### src/shared/ccr_pkg.sv
package ccr_pkg;

   // ---------------------------------------------------------------
   // sensed level codes on a cc pin, as given by the comparators
   // ---------------------------------------------------------------
   localparam logic [1:0] LVL_OPEN = 2'h0;
   localparam logic [1:0] LVL_RA   = 2'h1;
   localparam logic [1:0] LVL_RD   = 2'h2;
   localparam logic [1:0] LVL_RP   = 2'h3;

   // ---------------------------------------------------------------
   // termination codes driven to the cc pin switches
   // ---------------------------------------------------------------
   localparam logic [1:0] TERM_OPEN = 2'h0;
   localparam logic [1:0] TERM_RD   = 2'h1;
   localparam logic [1:0] TERM_RP   = 2'h2;

   // ---------------------------------------------------------------
   // port type strap and accessory codes
   // ---------------------------------------------------------------
   localparam logic [1:0] MODE_DFP = 2'h0;
   localparam logic [1:0] MODE_UFP = 2'h1;
   localparam logic [1:0] MODE_DRP = 2'h2;

   localparam logic [1:0] ACC_NONE  = 2'h0;
   localparam logic [1:0] ACC_DEBUG = 2'h1;
   localparam logic [1:0] ACC_AUDIO = 2'h2;

   // ---------------------------------------------------------------
   // reset values
   // ---------------------------------------------------------------
   localparam logic [1:0] RST_RP_SEL = 2'h0;
   localparam logic [1:0] RST_ILIM   = 2'h0;

   // ---------------------------------------------------------------
   // timing
   // ---------------------------------------------------------------
   localparam int CNT_W               = 16;
   localparam int CLK_PERIOD_NS       = 20;
   localparam int T_CC_DEBOUNCE_NS    = 2000;
   localparam int T_PD_DEBOUNCE_NS    = 1000;
   localparam int T_VBUS_DEBOUNCE_NS  = 1000;
   localparam int T_DRP_NS            = 20000;
   localparam int DC_DFP_DRP_PCT      = 30;
   localparam int T_DRP_TRANSITION_NS = 200;
   localparam int T_DRP_HOLD_NS       = 10000;

   // least times round up, longest times round down
   localparam int CYC_CC_DEBOUNCE   =
      (T_CC_DEBOUNCE_NS + CLK_PERIOD_NS - 1) / CLK_PERIOD_NS;
   localparam int CYC_PD_DEBOUNCE   =
      (T_PD_DEBOUNCE_NS + CLK_PERIOD_NS - 1) / CLK_PERIOD_NS;
   localparam int CYC_VBUS_DEBOUNCE =
      (T_VBUS_DEBOUNCE_NS + CLK_PERIOD_NS - 1) / CLK_PERIOD_NS;
   localparam int CYC_DRP           = T_DRP_NS / CLK_PERIOD_NS;
   localparam int CYC_DRP_DFP       = (CYC_DRP * DC_DFP_DRP_PCT) / 100;
   localparam int CYC_DRP_TRANSITION =
      (T_DRP_TRANSITION_NS / CLK_PERIOD_NS < 1) ? 1 :
      T_DRP_TRANSITION_NS / CLK_PERIOD_NS;
   localparam int CYC_DRP_HOLD      =
      (T_DRP_HOLD_NS + CLK_PERIOD_NS - 1) / CLK_PERIOD_NS;

   // ---------------------------------------------------------------
   // connection states
   // ---------------------------------------------------------------
   typedef enum logic [3:0] {
      ST_SRC_WAIT  = 4'h1,
      ST_SNK_WAIT  = 4'h2,
      ST_ATTACHED  = 4'h4,
      ST_ACCESSORY = 4'h8
   } ccr_state_e;

endpackage

### src/shared/ccr_deb_if.sv
`timescale 1ns/10ps
`default_nettype none

interface ccr_deb_if #(
   parameter int W = 1
);
   logic [W-1:0] raw;
   logic [W-1:0] stable;

   modport filt (input raw, output stable);
   modport user (output raw, input stable);
endinterface

`default_nettype wire

### src/ccr_debounce.sv
`timescale 1ns/10ps
`default_nettype none

module ccr_debounce #(
   parameter int W   = 1,
   parameter int CNT = 1
) (
   input  wire logic clk_i,
   input  wire logic rst_i,
   ccr_deb_if.filt   d
);

   typedef struct packed {
      logic [W-1:0]              cand;
      logic [W-1:0]              stable;
      logic [ccr_pkg::CNT_W-1:0] cnt;
   } ccr_deb_s;

   localparam int CW = ccr_pkg::CNT_W;

   localparam logic [CW-1:0] LAST = CW'(CNT - 1);

   ccr_deb_s s_reg;
   ccr_deb_s s_next;

   always_comb
   begin
      s_next = s_reg;
      if (d.raw != s_reg.cand)
      begin
         s_next.cand = d.raw;
         s_next.cnt  = '0;
      end
      else if (s_reg.cnt >= LAST)
      begin
         s_next.stable = s_reg.cand;
      end
      else
      begin
         s_next.cnt = s_reg.cnt + 1'b1;
      end
   end

   always_ff @(posedge clk_i or posedge rst_i)
   begin
      if (rst_i)
         s_reg <= '0;
      else
         s_reg <= s_next;
   end

   assign d.stable = s_reg.stable;

endmodule

`default_nettype wire

### src/ccr_attach_ctrl.sv
`timescale 1ns/10ps
`default_nettype none

module ccr_attach_ctrl #(
   parameter int CYC_CC_DEB   = ccr_pkg::CYC_CC_DEBOUNCE,
   parameter int CYC_PD_DEB   = ccr_pkg::CYC_PD_DEBOUNCE,
   parameter int CYC_VBUS_DEB = ccr_pkg::CYC_VBUS_DEBOUNCE,
   parameter int CYC_DRP      = ccr_pkg::CYC_DRP,
   parameter int CYC_DRP_DFP  = ccr_pkg::CYC_DRP_DFP,
   parameter int CYC_DRP_TRAN = ccr_pkg::CYC_DRP_TRANSITION,
   parameter int CYC_DRP_HOLD = ccr_pkg::CYC_DRP_HOLD
) (
   input  wire logic       clk_i,
   input  wire logic       rst_i,
   input  wire logic [1:0] port_mode_i,
   input  wire logic [1:0] cc1_lvl_i,
   input  wire logic [1:0] cc2_lvl_i,
   input  wire logic       vbus_present_i,
   input  wire logic [1:0] rp_level_i,
   input  wire logic [1:0] snk_adv_i,
   input  wire logic       pr_swap_i,
   input  wire logic       dr_swap_i,
   input  wire logic       vconn_swap_i,
   output logic [1:0]      cc1_term_o,
   output logic [1:0]      cc2_term_o,
   output logic [1:0]      rp_sel_o,
   output logic            vbus_en_o,
   output logic            vconn1_en_o,
   output logic            vconn2_en_o,
   output logic            ss_flip_o,
   output logic            attached_o,
   output logic            data_dfp_o,
   output logic            power_src_o,
   output logic [1:0]      accessory_o,
   output logic [1:0]      ilim_o
);

   // ---------------------------------------------------------------
   // state record
   // ---------------------------------------------------------------
   localparam int CW = ccr_pkg::CNT_W;

   localparam logic [CW-1:0] DRP_LAST = CW'(CYC_DRP - 1);
   localparam logic [CW-1:0] DFP_LAST = CW'(CYC_DRP_DFP - 1);
   localparam logic [CW-1:0] TRAN_CYC = CW'(CYC_DRP_TRAN);
   localparam logic [CW-1:0] HOLD_CYC = CW'(CYC_DRP_HOLD);

   typedef struct packed {
      ccr_pkg::ccr_state_e st;
      logic [CW-1:0]       tmr;
      logic [CW-1:0]       settle;
      logic [CW-1:0]       hold;
      logic                flip;
      logic                vbus_en;
      logic                vconn_src;
      logic                vconn1;
      logic                vconn2;
      logic                data_dfp;
      logic                power_src;
      logic                term_rp;
      logic                attached;
      logic [1:0]          cc1_term;
      logic [1:0]          cc2_term;
      logic [1:0]          rp_sel;
      logic [1:0]          ilim;
      logic [1:0]          acc;
   } ccr_ctrl_s;

   ccr_ctrl_s s_reg;
   ccr_ctrl_s s_next;

   // ---------------------------------------------------------------
   // debounce filters
   // ---------------------------------------------------------------
   ccr_deb_if #(.W(4)) cc_att ();
   ccr_deb_if #(.W(4)) cc_pd ();
   ccr_deb_if #(.W(1)) vb_deb ();

   assign cc_att.raw = {cc2_lvl_i, cc1_lvl_i};
   assign cc_pd.raw  = {cc2_lvl_i, cc1_lvl_i};
   assign vb_deb.raw = vbus_present_i;

   ccr_debounce #(
      .W   (4),
      .CNT (CYC_CC_DEB)
   ) u_deb_att (
      .clk_i (clk_i),
      .rst_i (rst_i),
      .d     (cc_att.filt)
   );

   ccr_debounce #(
      .W   (4),
      .CNT (CYC_PD_DEB)
   ) u_deb_pd (
      .clk_i (clk_i),
      .rst_i (rst_i),
      .d     (cc_pd.filt)
   );

   ccr_debounce #(
      .W   (1),
      .CNT (CYC_VBUS_DEB)
   ) u_deb_vbus (
      .clk_i (clk_i),
      .rst_i (rst_i),
      .d     (vb_deb.filt)
   );

   // ---------------------------------------------------------------
   // decoded pin conditions
   // ---------------------------------------------------------------
   logic [1:0] a1;
   logic [1:0] a2;
   logic [1:0] act_pd;
   logic       ufp_seen;
   logic       dbg_seen;
   logic       aud_seen;
   logic       vb_ok;
   logic       detach;

   always_comb
   begin
      a1       = cc_att.stable[1:0];
      a2       = cc_att.stable[3:2];
      vb_ok    = vb_deb.stable[0];
      // exactly one pin carries Rd; the other is open or a cable Ra
      ufp_seen = ((a1 == ccr_pkg::LVL_RD) &&
                  (a2 == ccr_pkg::LVL_OPEN || a2 == ccr_pkg::LVL_RA)) ||
                 ((a2 == ccr_pkg::LVL_RD) &&
                  (a1 == ccr_pkg::LVL_OPEN || a1 == ccr_pkg::LVL_RA));
      dbg_seen = (a1 == ccr_pkg::LVL_RD) && (a2 == ccr_pkg::LVL_RD);
      aud_seen = (a1 == ccr_pkg::LVL_RA) && (a2 == ccr_pkg::LVL_RA);
      act_pd   = s_reg.flip ? cc_pd.stable[3:2] : cc_pd.stable[1:0];
      if (s_reg.power_src)
         detach = (act_pd != ccr_pkg::LVL_RD);
      else
         detach = !vb_ok;
   end

   // ---------------------------------------------------------------
   // next state
   // ---------------------------------------------------------------
   always_comb
   begin
      s_next        = s_reg;
      s_next.rp_sel = rp_level_i;
      if (s_reg.settle != '0)
         s_next.settle = s_reg.settle - 1'b1;
      if (s_reg.hold != '0)
         s_next.hold = s_reg.hold - 1'b1;

      case (s_reg.st)
         ccr_pkg::ST_SRC_WAIT:
         begin
            s_next.vbus_en = 1'b0;
            s_next.tmr     = s_reg.tmr + 1'b1;
            if (port_mode_i == ccr_pkg::MODE_UFP)
            begin
               s_next.st  = ccr_pkg::ST_SNK_WAIT;
               s_next.tmr = '0;
            end
            else if (s_reg.settle == '0 && ufp_seen)
            begin
               s_next.st        = ccr_pkg::ST_ATTACHED;
               s_next.flip      = (a2 == ccr_pkg::LVL_RD);
               s_next.attached  = 1'b1;
               s_next.data_dfp  = 1'b1;
               s_next.power_src = 1'b1;
               s_next.term_rp   = 1'b1;
               s_next.vbus_en   = 1'b1;
               // vconn only where a cable load sits on the spare pin
               s_next.vconn_src = (a1 == ccr_pkg::LVL_RA) ||
                                  (a2 == ccr_pkg::LVL_RA);
               s_next.tmr       = '0;
               if (port_mode_i == ccr_pkg::MODE_DRP)
                  s_next.hold = HOLD_CYC;
            end
            else if (s_reg.settle == '0 && (dbg_seen || aud_seen))
            begin
               s_next.st  = ccr_pkg::ST_ACCESSORY;
               s_next.acc = dbg_seen ? ccr_pkg::ACC_DEBUG :
                                       ccr_pkg::ACC_AUDIO;
               s_next.tmr = '0;
            end
            else if (port_mode_i == ccr_pkg::MODE_DRP &&
                     s_reg.tmr >= DFP_LAST)
            begin
               s_next.st     = ccr_pkg::ST_SNK_WAIT;
               s_next.settle = TRAN_CYC;
            end
         end

         ccr_pkg::ST_SNK_WAIT:
         begin
            s_next.vbus_en = 1'b0;
            s_next.tmr     = s_reg.tmr + 1'b1;
            if (port_mode_i == ccr_pkg::MODE_DFP)
            begin
               s_next.st  = ccr_pkg::ST_SRC_WAIT;
               s_next.tmr = '0;
            end
            else if (s_reg.settle == '0 && vb_ok)
            begin
               s_next.st        = ccr_pkg::ST_ATTACHED;
               s_next.flip      = (a2 == ccr_pkg::LVL_RP);
               s_next.attached  = 1'b1;
               s_next.data_dfp  = 1'b0;
               s_next.power_src = 1'b0;
               s_next.term_rp   = 1'b0;
               s_next.vconn_src = 1'b0;
               s_next.tmr       = '0;
            end
            else if (port_mode_i == ccr_pkg::MODE_DRP &&
                     s_reg.tmr >= DRP_LAST)
            begin
               s_next.st     = ccr_pkg::ST_SRC_WAIT;
               s_next.tmr    = '0;
               s_next.settle = TRAN_CYC;
            end
         end

         ccr_pkg::ST_ATTACHED:
         begin
            if (detach)
            begin
               // supplies off and roles cleared before searching again
               s_next.st        = (port_mode_i == ccr_pkg::MODE_UFP) ?
                                  ccr_pkg::ST_SNK_WAIT :
                                  ccr_pkg::ST_SRC_WAIT;
               s_next.attached  = 1'b0;
               s_next.vbus_en   = 1'b0;
               s_next.vconn_src = 1'b0;
               s_next.data_dfp  = 1'b0;
               s_next.power_src = 1'b0;
               s_next.term_rp   = 1'b0;
               s_next.flip      = 1'b0;
               s_next.hold      = '0;
               s_next.tmr       = '0;
               s_next.settle    = TRAN_CYC;
            end
            else if (s_reg.hold == '0)
            begin
               // the role hold after a toggled source attach blocks all swaps
               if (pr_swap_i)
               begin
                  s_next.power_src = !s_reg.power_src;
                  s_next.term_rp   = !s_reg.term_rp;
                  s_next.vbus_en   = !s_reg.power_src;
               end
               if (dr_swap_i)
                  s_next.data_dfp = !s_reg.data_dfp;
               if (vconn_swap_i)
                  s_next.vconn_src = !s_reg.vconn_src;
            end
         end

         ccr_pkg::ST_ACCESSORY:
         begin
            s_next.vbus_en = 1'b0;
            if ((s_reg.acc == ccr_pkg::ACC_DEBUG && !dbg_seen) ||
                (s_reg.acc == ccr_pkg::ACC_AUDIO && !aud_seen))
            begin
               s_next.st     = (port_mode_i == ccr_pkg::MODE_UFP) ?
                               ccr_pkg::ST_SNK_WAIT :
                               ccr_pkg::ST_SRC_WAIT;
               s_next.acc    = ccr_pkg::ACC_NONE;
               s_next.tmr    = '0;
               s_next.settle = TRAN_CYC;
            end
         end

         default:
         begin
            s_next.st = ccr_pkg::ST_SRC_WAIT;
         end
      endcase

      // a sink keeps its load within what the source advertises
      if (s_next.attached && !s_next.power_src)
         s_next.ilim = snk_adv_i;
      else
         s_next.ilim = ccr_pkg::RST_ILIM;

      // vconn goes to the pin the cable does not carry through
      s_next.vconn1 = s_next.attached && s_next.vconn_src && s_next.flip;
      s_next.vconn2 = s_next.attached && s_next.vconn_src && !s_next.flip;

      case (s_next.st)
         ccr_pkg::ST_SRC_WAIT,
         ccr_pkg::ST_ACCESSORY:
         begin
            s_next.cc1_term = ccr_pkg::TERM_RP;
            s_next.cc2_term = ccr_pkg::TERM_RP;
         end
         ccr_pkg::ST_ATTACHED:
         begin
            s_next.cc1_term = s_next.term_rp ? ccr_pkg::TERM_RP :
                                               ccr_pkg::TERM_RD;
            s_next.cc2_term = s_next.cc1_term;
            // the pull on the vconn pin is released while it is powered
            if (s_next.vconn1)
               s_next.cc1_term = ccr_pkg::TERM_OPEN;
            if (s_next.vconn2)
               s_next.cc2_term = ccr_pkg::TERM_OPEN;
         end
         default:
         begin
            s_next.cc1_term = ccr_pkg::TERM_RD;
            s_next.cc2_term = ccr_pkg::TERM_RD;
         end
      endcase
   end

   // ---------------------------------------------------------------
   // registers
   // ---------------------------------------------------------------
   always_ff @(posedge clk_i or posedge rst_i)
   begin
      if (rst_i)
      begin
         s_reg          <= '0;
         s_reg.st       <= ccr_pkg::ST_SRC_WAIT;
         s_reg.rp_sel   <= ccr_pkg::RST_RP_SEL;
         s_reg.ilim     <= ccr_pkg::RST_ILIM;
         s_reg.acc      <= ccr_pkg::ACC_NONE;
         s_reg.cc1_term <= ccr_pkg::TERM_OPEN;
         s_reg.cc2_term <= ccr_pkg::TERM_OPEN;
      end
      else
      begin
         s_reg <= s_next;
      end
   end

   // ---------------------------------------------------------------
   // outputs
   // ---------------------------------------------------------------
   assign cc1_term_o  = s_reg.cc1_term;
   assign cc2_term_o  = s_reg.cc2_term;
   assign rp_sel_o    = s_reg.rp_sel;
   assign vbus_en_o   = s_reg.vbus_en;
   assign vconn1_en_o = s_reg.vconn1;
   assign vconn2_en_o = s_reg.vconn2;
   assign ss_flip_o   = s_reg.flip;
   assign attached_o  = s_reg.attached;
   assign data_dfp_o  = s_reg.data_dfp;
   assign power_src_o = s_reg.power_src;
   assign accessory_o = s_reg.acc;
   assign ilim_o      = s_reg.ilim;

endmodule

`default_nettype wire

### config.mk
export PLATFORM = sky130hd
export DESIGN_NAME = ccr_attach_ctrl
export DESIGN_NICKNAME = d
export VERILOG_FILES = /design/src/shared/ccr_pkg.sv /design/src/shared/ccr_deb_if.sv /design/src/ccr_debounce.sv /design/src/ccr_attach_ctrl.sv
export SDC_FILE = /design/constraint.sdc
export NUM_CORES = 1
export LEC_CHECK = 0
export BUFFER_PORTS_ARGS = -buffer_cell sky130_fd_sc_hd__buf_2
export CAP_MARGIN = 20
export CORE_AREA = 2 2 127 129
export CTS_BUF_LIST = sky130_fd_sc_hd__clkbuf_8 sky130_fd_sc_hd__clkbuf_16
export CTS_CLUSTER_DIAMETER = 200
export DETAILED_ROUTE_END_ITERATION = 6
export DIE_AREA = 0 0 129 131
export HOLD_SLACK_MARGIN = 0.15
export PLACE_DENSITY = 0.64
export SETUP_SLACK_MARGIN = 0.1
export SYNTH_ARGS = -nofsm -noshare
export SYNTH_HDL_FRONTEND = slang
export SYNTH_HIERARCHICAL = 1
export SYNTH_SLANG_ARGS = --single-unit
### constraint.sdc
create_clock -name clk_i -period 8.05 [get_ports clk_i]
set_input_delay 0.4025 -clock clk_i [delete_from_list [all_inputs] [get_ports clk_i]]
set_output_delay 0.4025 -clock clk_i [all_outputs]
set_load 0.03 [all_outputs]
==> results by group <==
Outcome
  • Outcome: finished, final reports clean

Clocking
  • Skew-Pair Late Insertion Delay: 0.42 ns
  • Clock root cell: clkbuf_16
  • Max clock buf depth: 2
  • Clock H-tree levels: 4
  • Clk sink count: between 100 and 150
  • Num CTS Buffers: 17
  • CTS tree: built
  • Clock transition at the registers of the reported paths: about 0.060 ns

Drt
  • DR DRC count: 0
  • WL/cell: 15.3 um
  • Drt total wl: roughly 14000 um
  • Post-route ant nets: 0
  • Routed vias/inst: approximately 5.4
  • Vias: approximately 5000
  • Initial DRC Count: 262
  • Initial DRT Pass Iterations: 5

Critical path
  • Delay-heaviest family, CP: simple AND/OR/NAND/NOR gates
  • R2R cell count: 7
  • R2R Path Start: s_reg[23]
  • Crit Path Max Fanout: 10
  • Largest stage delay on the critical path: just over 0.5 ns
  • Worst setup EP type: flop
  • FF-to-FF End: cc2_term_o[1]
  • Crit path kind: reg2reg
  • Worst path required time: ~8.3 ns
  • Worst EP arrival: between 3 and 4 ns
  • FF-to-FF setup slack: 5.11 ns
  • CP Launch Type: flop
  • Critical path cell sequence: or3_1, nor4_4, and2b_1, nand2_1, a2111o_1, mux2i_4, o31ai_1
  • Critical path's slowest cell: or3_1
  • WP buf/inv: 0

Timing
  • Pins over their slew limit: 0
  • Final hold violation count: 0
  • Final worst setup slack: 5.11 ns
  • Fin Clk Skew: between 0.01 and 0.015 ns
  • Sum Neg Setup Slack: 0 ns
  • Slew @ Worst Pin: 0.955 ns
  • Final worst-path cycle share: between 30% and 40%
  • Rel. slew slack: between 30% and 40%
  • Post-route minimum period: ~2.9 ns
  • Setup violations, final: 0
  • Unrepaired setup endpoints after global routing: no
  • Hold Slack: approximately 0.23 ns
  • Maximum operating frequency: roughly 340 MHz

Synth
  • Syn Area/Cell: between 10 and 15 um2
  • Post-synth net total: 702
  • Count leader, synth: dfrtp_1
  • Post-synth top area cell: dfrtp_1
  • Post-synth ARST share: between 90% and 100%
  • Unique masters post-synth: 76
  • Top-area cell type share of the netlist area: between 40% and 50%
  • Most instantiated cells after synthesis: dfrtp_1 (136), nor2_1 (71), nand2_1 (39)
  • Dominant cells by area after synthesis: dfrtp_1 (49%), nor2_1 (3.9%), xnor2_1 (3.2%)
  • Commonest register cell after synthesis: dfrtp_1
  • Post-synth EDFFs: 0
  • Cell Area, Synth: roughly 0.0069 mm2
  • Sequential cell area fraction in the yosys report: 49.6%
  • Yosys reg bits: approximately 140
  • Warnings from Yosys: 6
  • Syn Inst Count: around 680

Floorplanning
  • Die area: 0.0169 mm2
  • Number of I/O pins: 33
  • # rows: between 40 and 50
  • DIE HEIGHT: 131 um
  • Core Region: 0.0156 mm2
  • Starting Density: roughly 44%
  • Die X: 129 um

Placement
  • IO Port Bufs: 32
  • Placer Congestion: around 0.97
  • Pre-CTS setup slack: roughly 5.2 ns
  • Dpl cell area: ~0.007 mm2
  • Hpwl dp: between 9000 and 10000 um

Layout
  • Post-route cell area: 0.00782 mm2
  • Final-stage net count: around 700
  • Area growth syn-to-layout: 13.0%
  • Fillers: roughly 1400
  • ANT cells: 0
  • Max FFs per register: 54
  • Layout cells sized above 1: 14.9%

GRT
  • Grt total ovfl: 0
  • Vias in the first global route: 4882
  • Tot GR Track Use: roughly 18%
  • First-pass GRT wire length: 23500 um
  • Largest net degree at the start of global routing: just over 70
  • Initial antenna violation count: 0

Power and ir drop
  • Power per cell area: about 270 mW/mm2
  • Peak VDD IR: 0.155 mV
  • Leakage: 3.47 nW
  • Final Power: 0.00212 W

Flow run
  • Max-Cap Viols: 0

Hold path
  • Hold Path Origin: snk_adv_i[1]
  • Hold Crit Endpoint: ilim_o[1]
  • Hold crit path type: in2reg
  • Hold depth: 2
cell type report:
class	count	area [um2]	area share [%]
Sequential cell	137	3430	43.9
Multi-Input combinational cell	469	3130	40.0
Clock buffer	18	439	5.62
Tap cell	216	270	3.46
Timing Repair Buffer	42	255	3.26
Clock inverter	13	203	2.59
Inverter	25	93.8	1.20
cell usage in the layout, fill, tap and decap left out, types with 15 or more instances in the layout:
cell	instances
a21oi_1	25
and2_1	30
buf_2	32
clkbuf_16	17
dfrtp_1	136
inv_1	25
nand2_1	39
nand3_1	22
nor2_1	71
nor3_1	15
o21ai_0	31
or3_1	21
xnor2_1	25
xor2_1	24
per-stage QoR:
| stage | util (%) | instances |
|---|---|---|
| 6_report | 50.1 | 920 |
| 4_1_cts | 50.1 | 920 |
| 2_1_floorplan | - | 675 |
| 3_3_place_gp | 45.5 | 881 |
| 3_5_place_dp | 45.5 | 881 |
| 5_1_grt | 50.1 | 920 |
worst max path at each step:
stage                startpoint            end  slack, ns  depth (start not counted)
detailed placement    s_reg[67]      s_reg[37]       5.17                          5
CTS                   s_reg[23]  cc2_term_o[1]       5.16                          7
finish                s_reg[23]  cc2_term_o[1]       5.11                          7
global placement      s_reg[23]  cc2_term_o[1]       5.22                          7
global route          s_reg[67]      s_reg[37]       4.92                          5
floorplan           power_src_o  cc2_term_o[0]       5.47                          8
what timing repair did:
item	4_1_cts	5_1_grt
setup buffers	0	0
hold endpoints to repair	29	0
gates resized for setup	0	0
hold buffers	8	0
per-layer routing:
metal  part of all wire, %  track usage (%)
met1                    45             22.2
met2                    47             28.5
met3                   4.5             5.01
met4                   2.6             8.25
met5                     0                0
cell families (layout without fill, tap and decap cells):
group                      Yosys count  count (layout)  share of synthesized area, %
xor gates and xnor gates            49              49                          6.20
AOI/OAI and AO/OA                  114             114                          11.2
and+or+nand+nor                    285             285                          24.0
adders and majority gates           11              11                          1.99
muxes                               10              10                          1.83
buffers and inverters               69              98                          5.21
DFF                                137             137                          49.6
power by group:
part | total, W | internal (W) | switching [W]
logic | 0.000431 | 0.000159 | 0.000273
registers | 0.000844 | 0.000770 | 0.0000740
clock network | 0.000843 | 0.000553 | 0.000290
total | 0.00212 | 0.00148 | 0.000636
worst register-to-register path: stages, from the launching register on:
cell and delay (ns):
dfrtp_1 0.41, or3_1 0.51, nor4_4 0.38, and2b_1 0.39
nand2_1 0.19, a2111o_1 0.51, mux2i_4 0.25, o31ai_1 0.14
No activity file was read; power rests on OpenSTA's default activity.
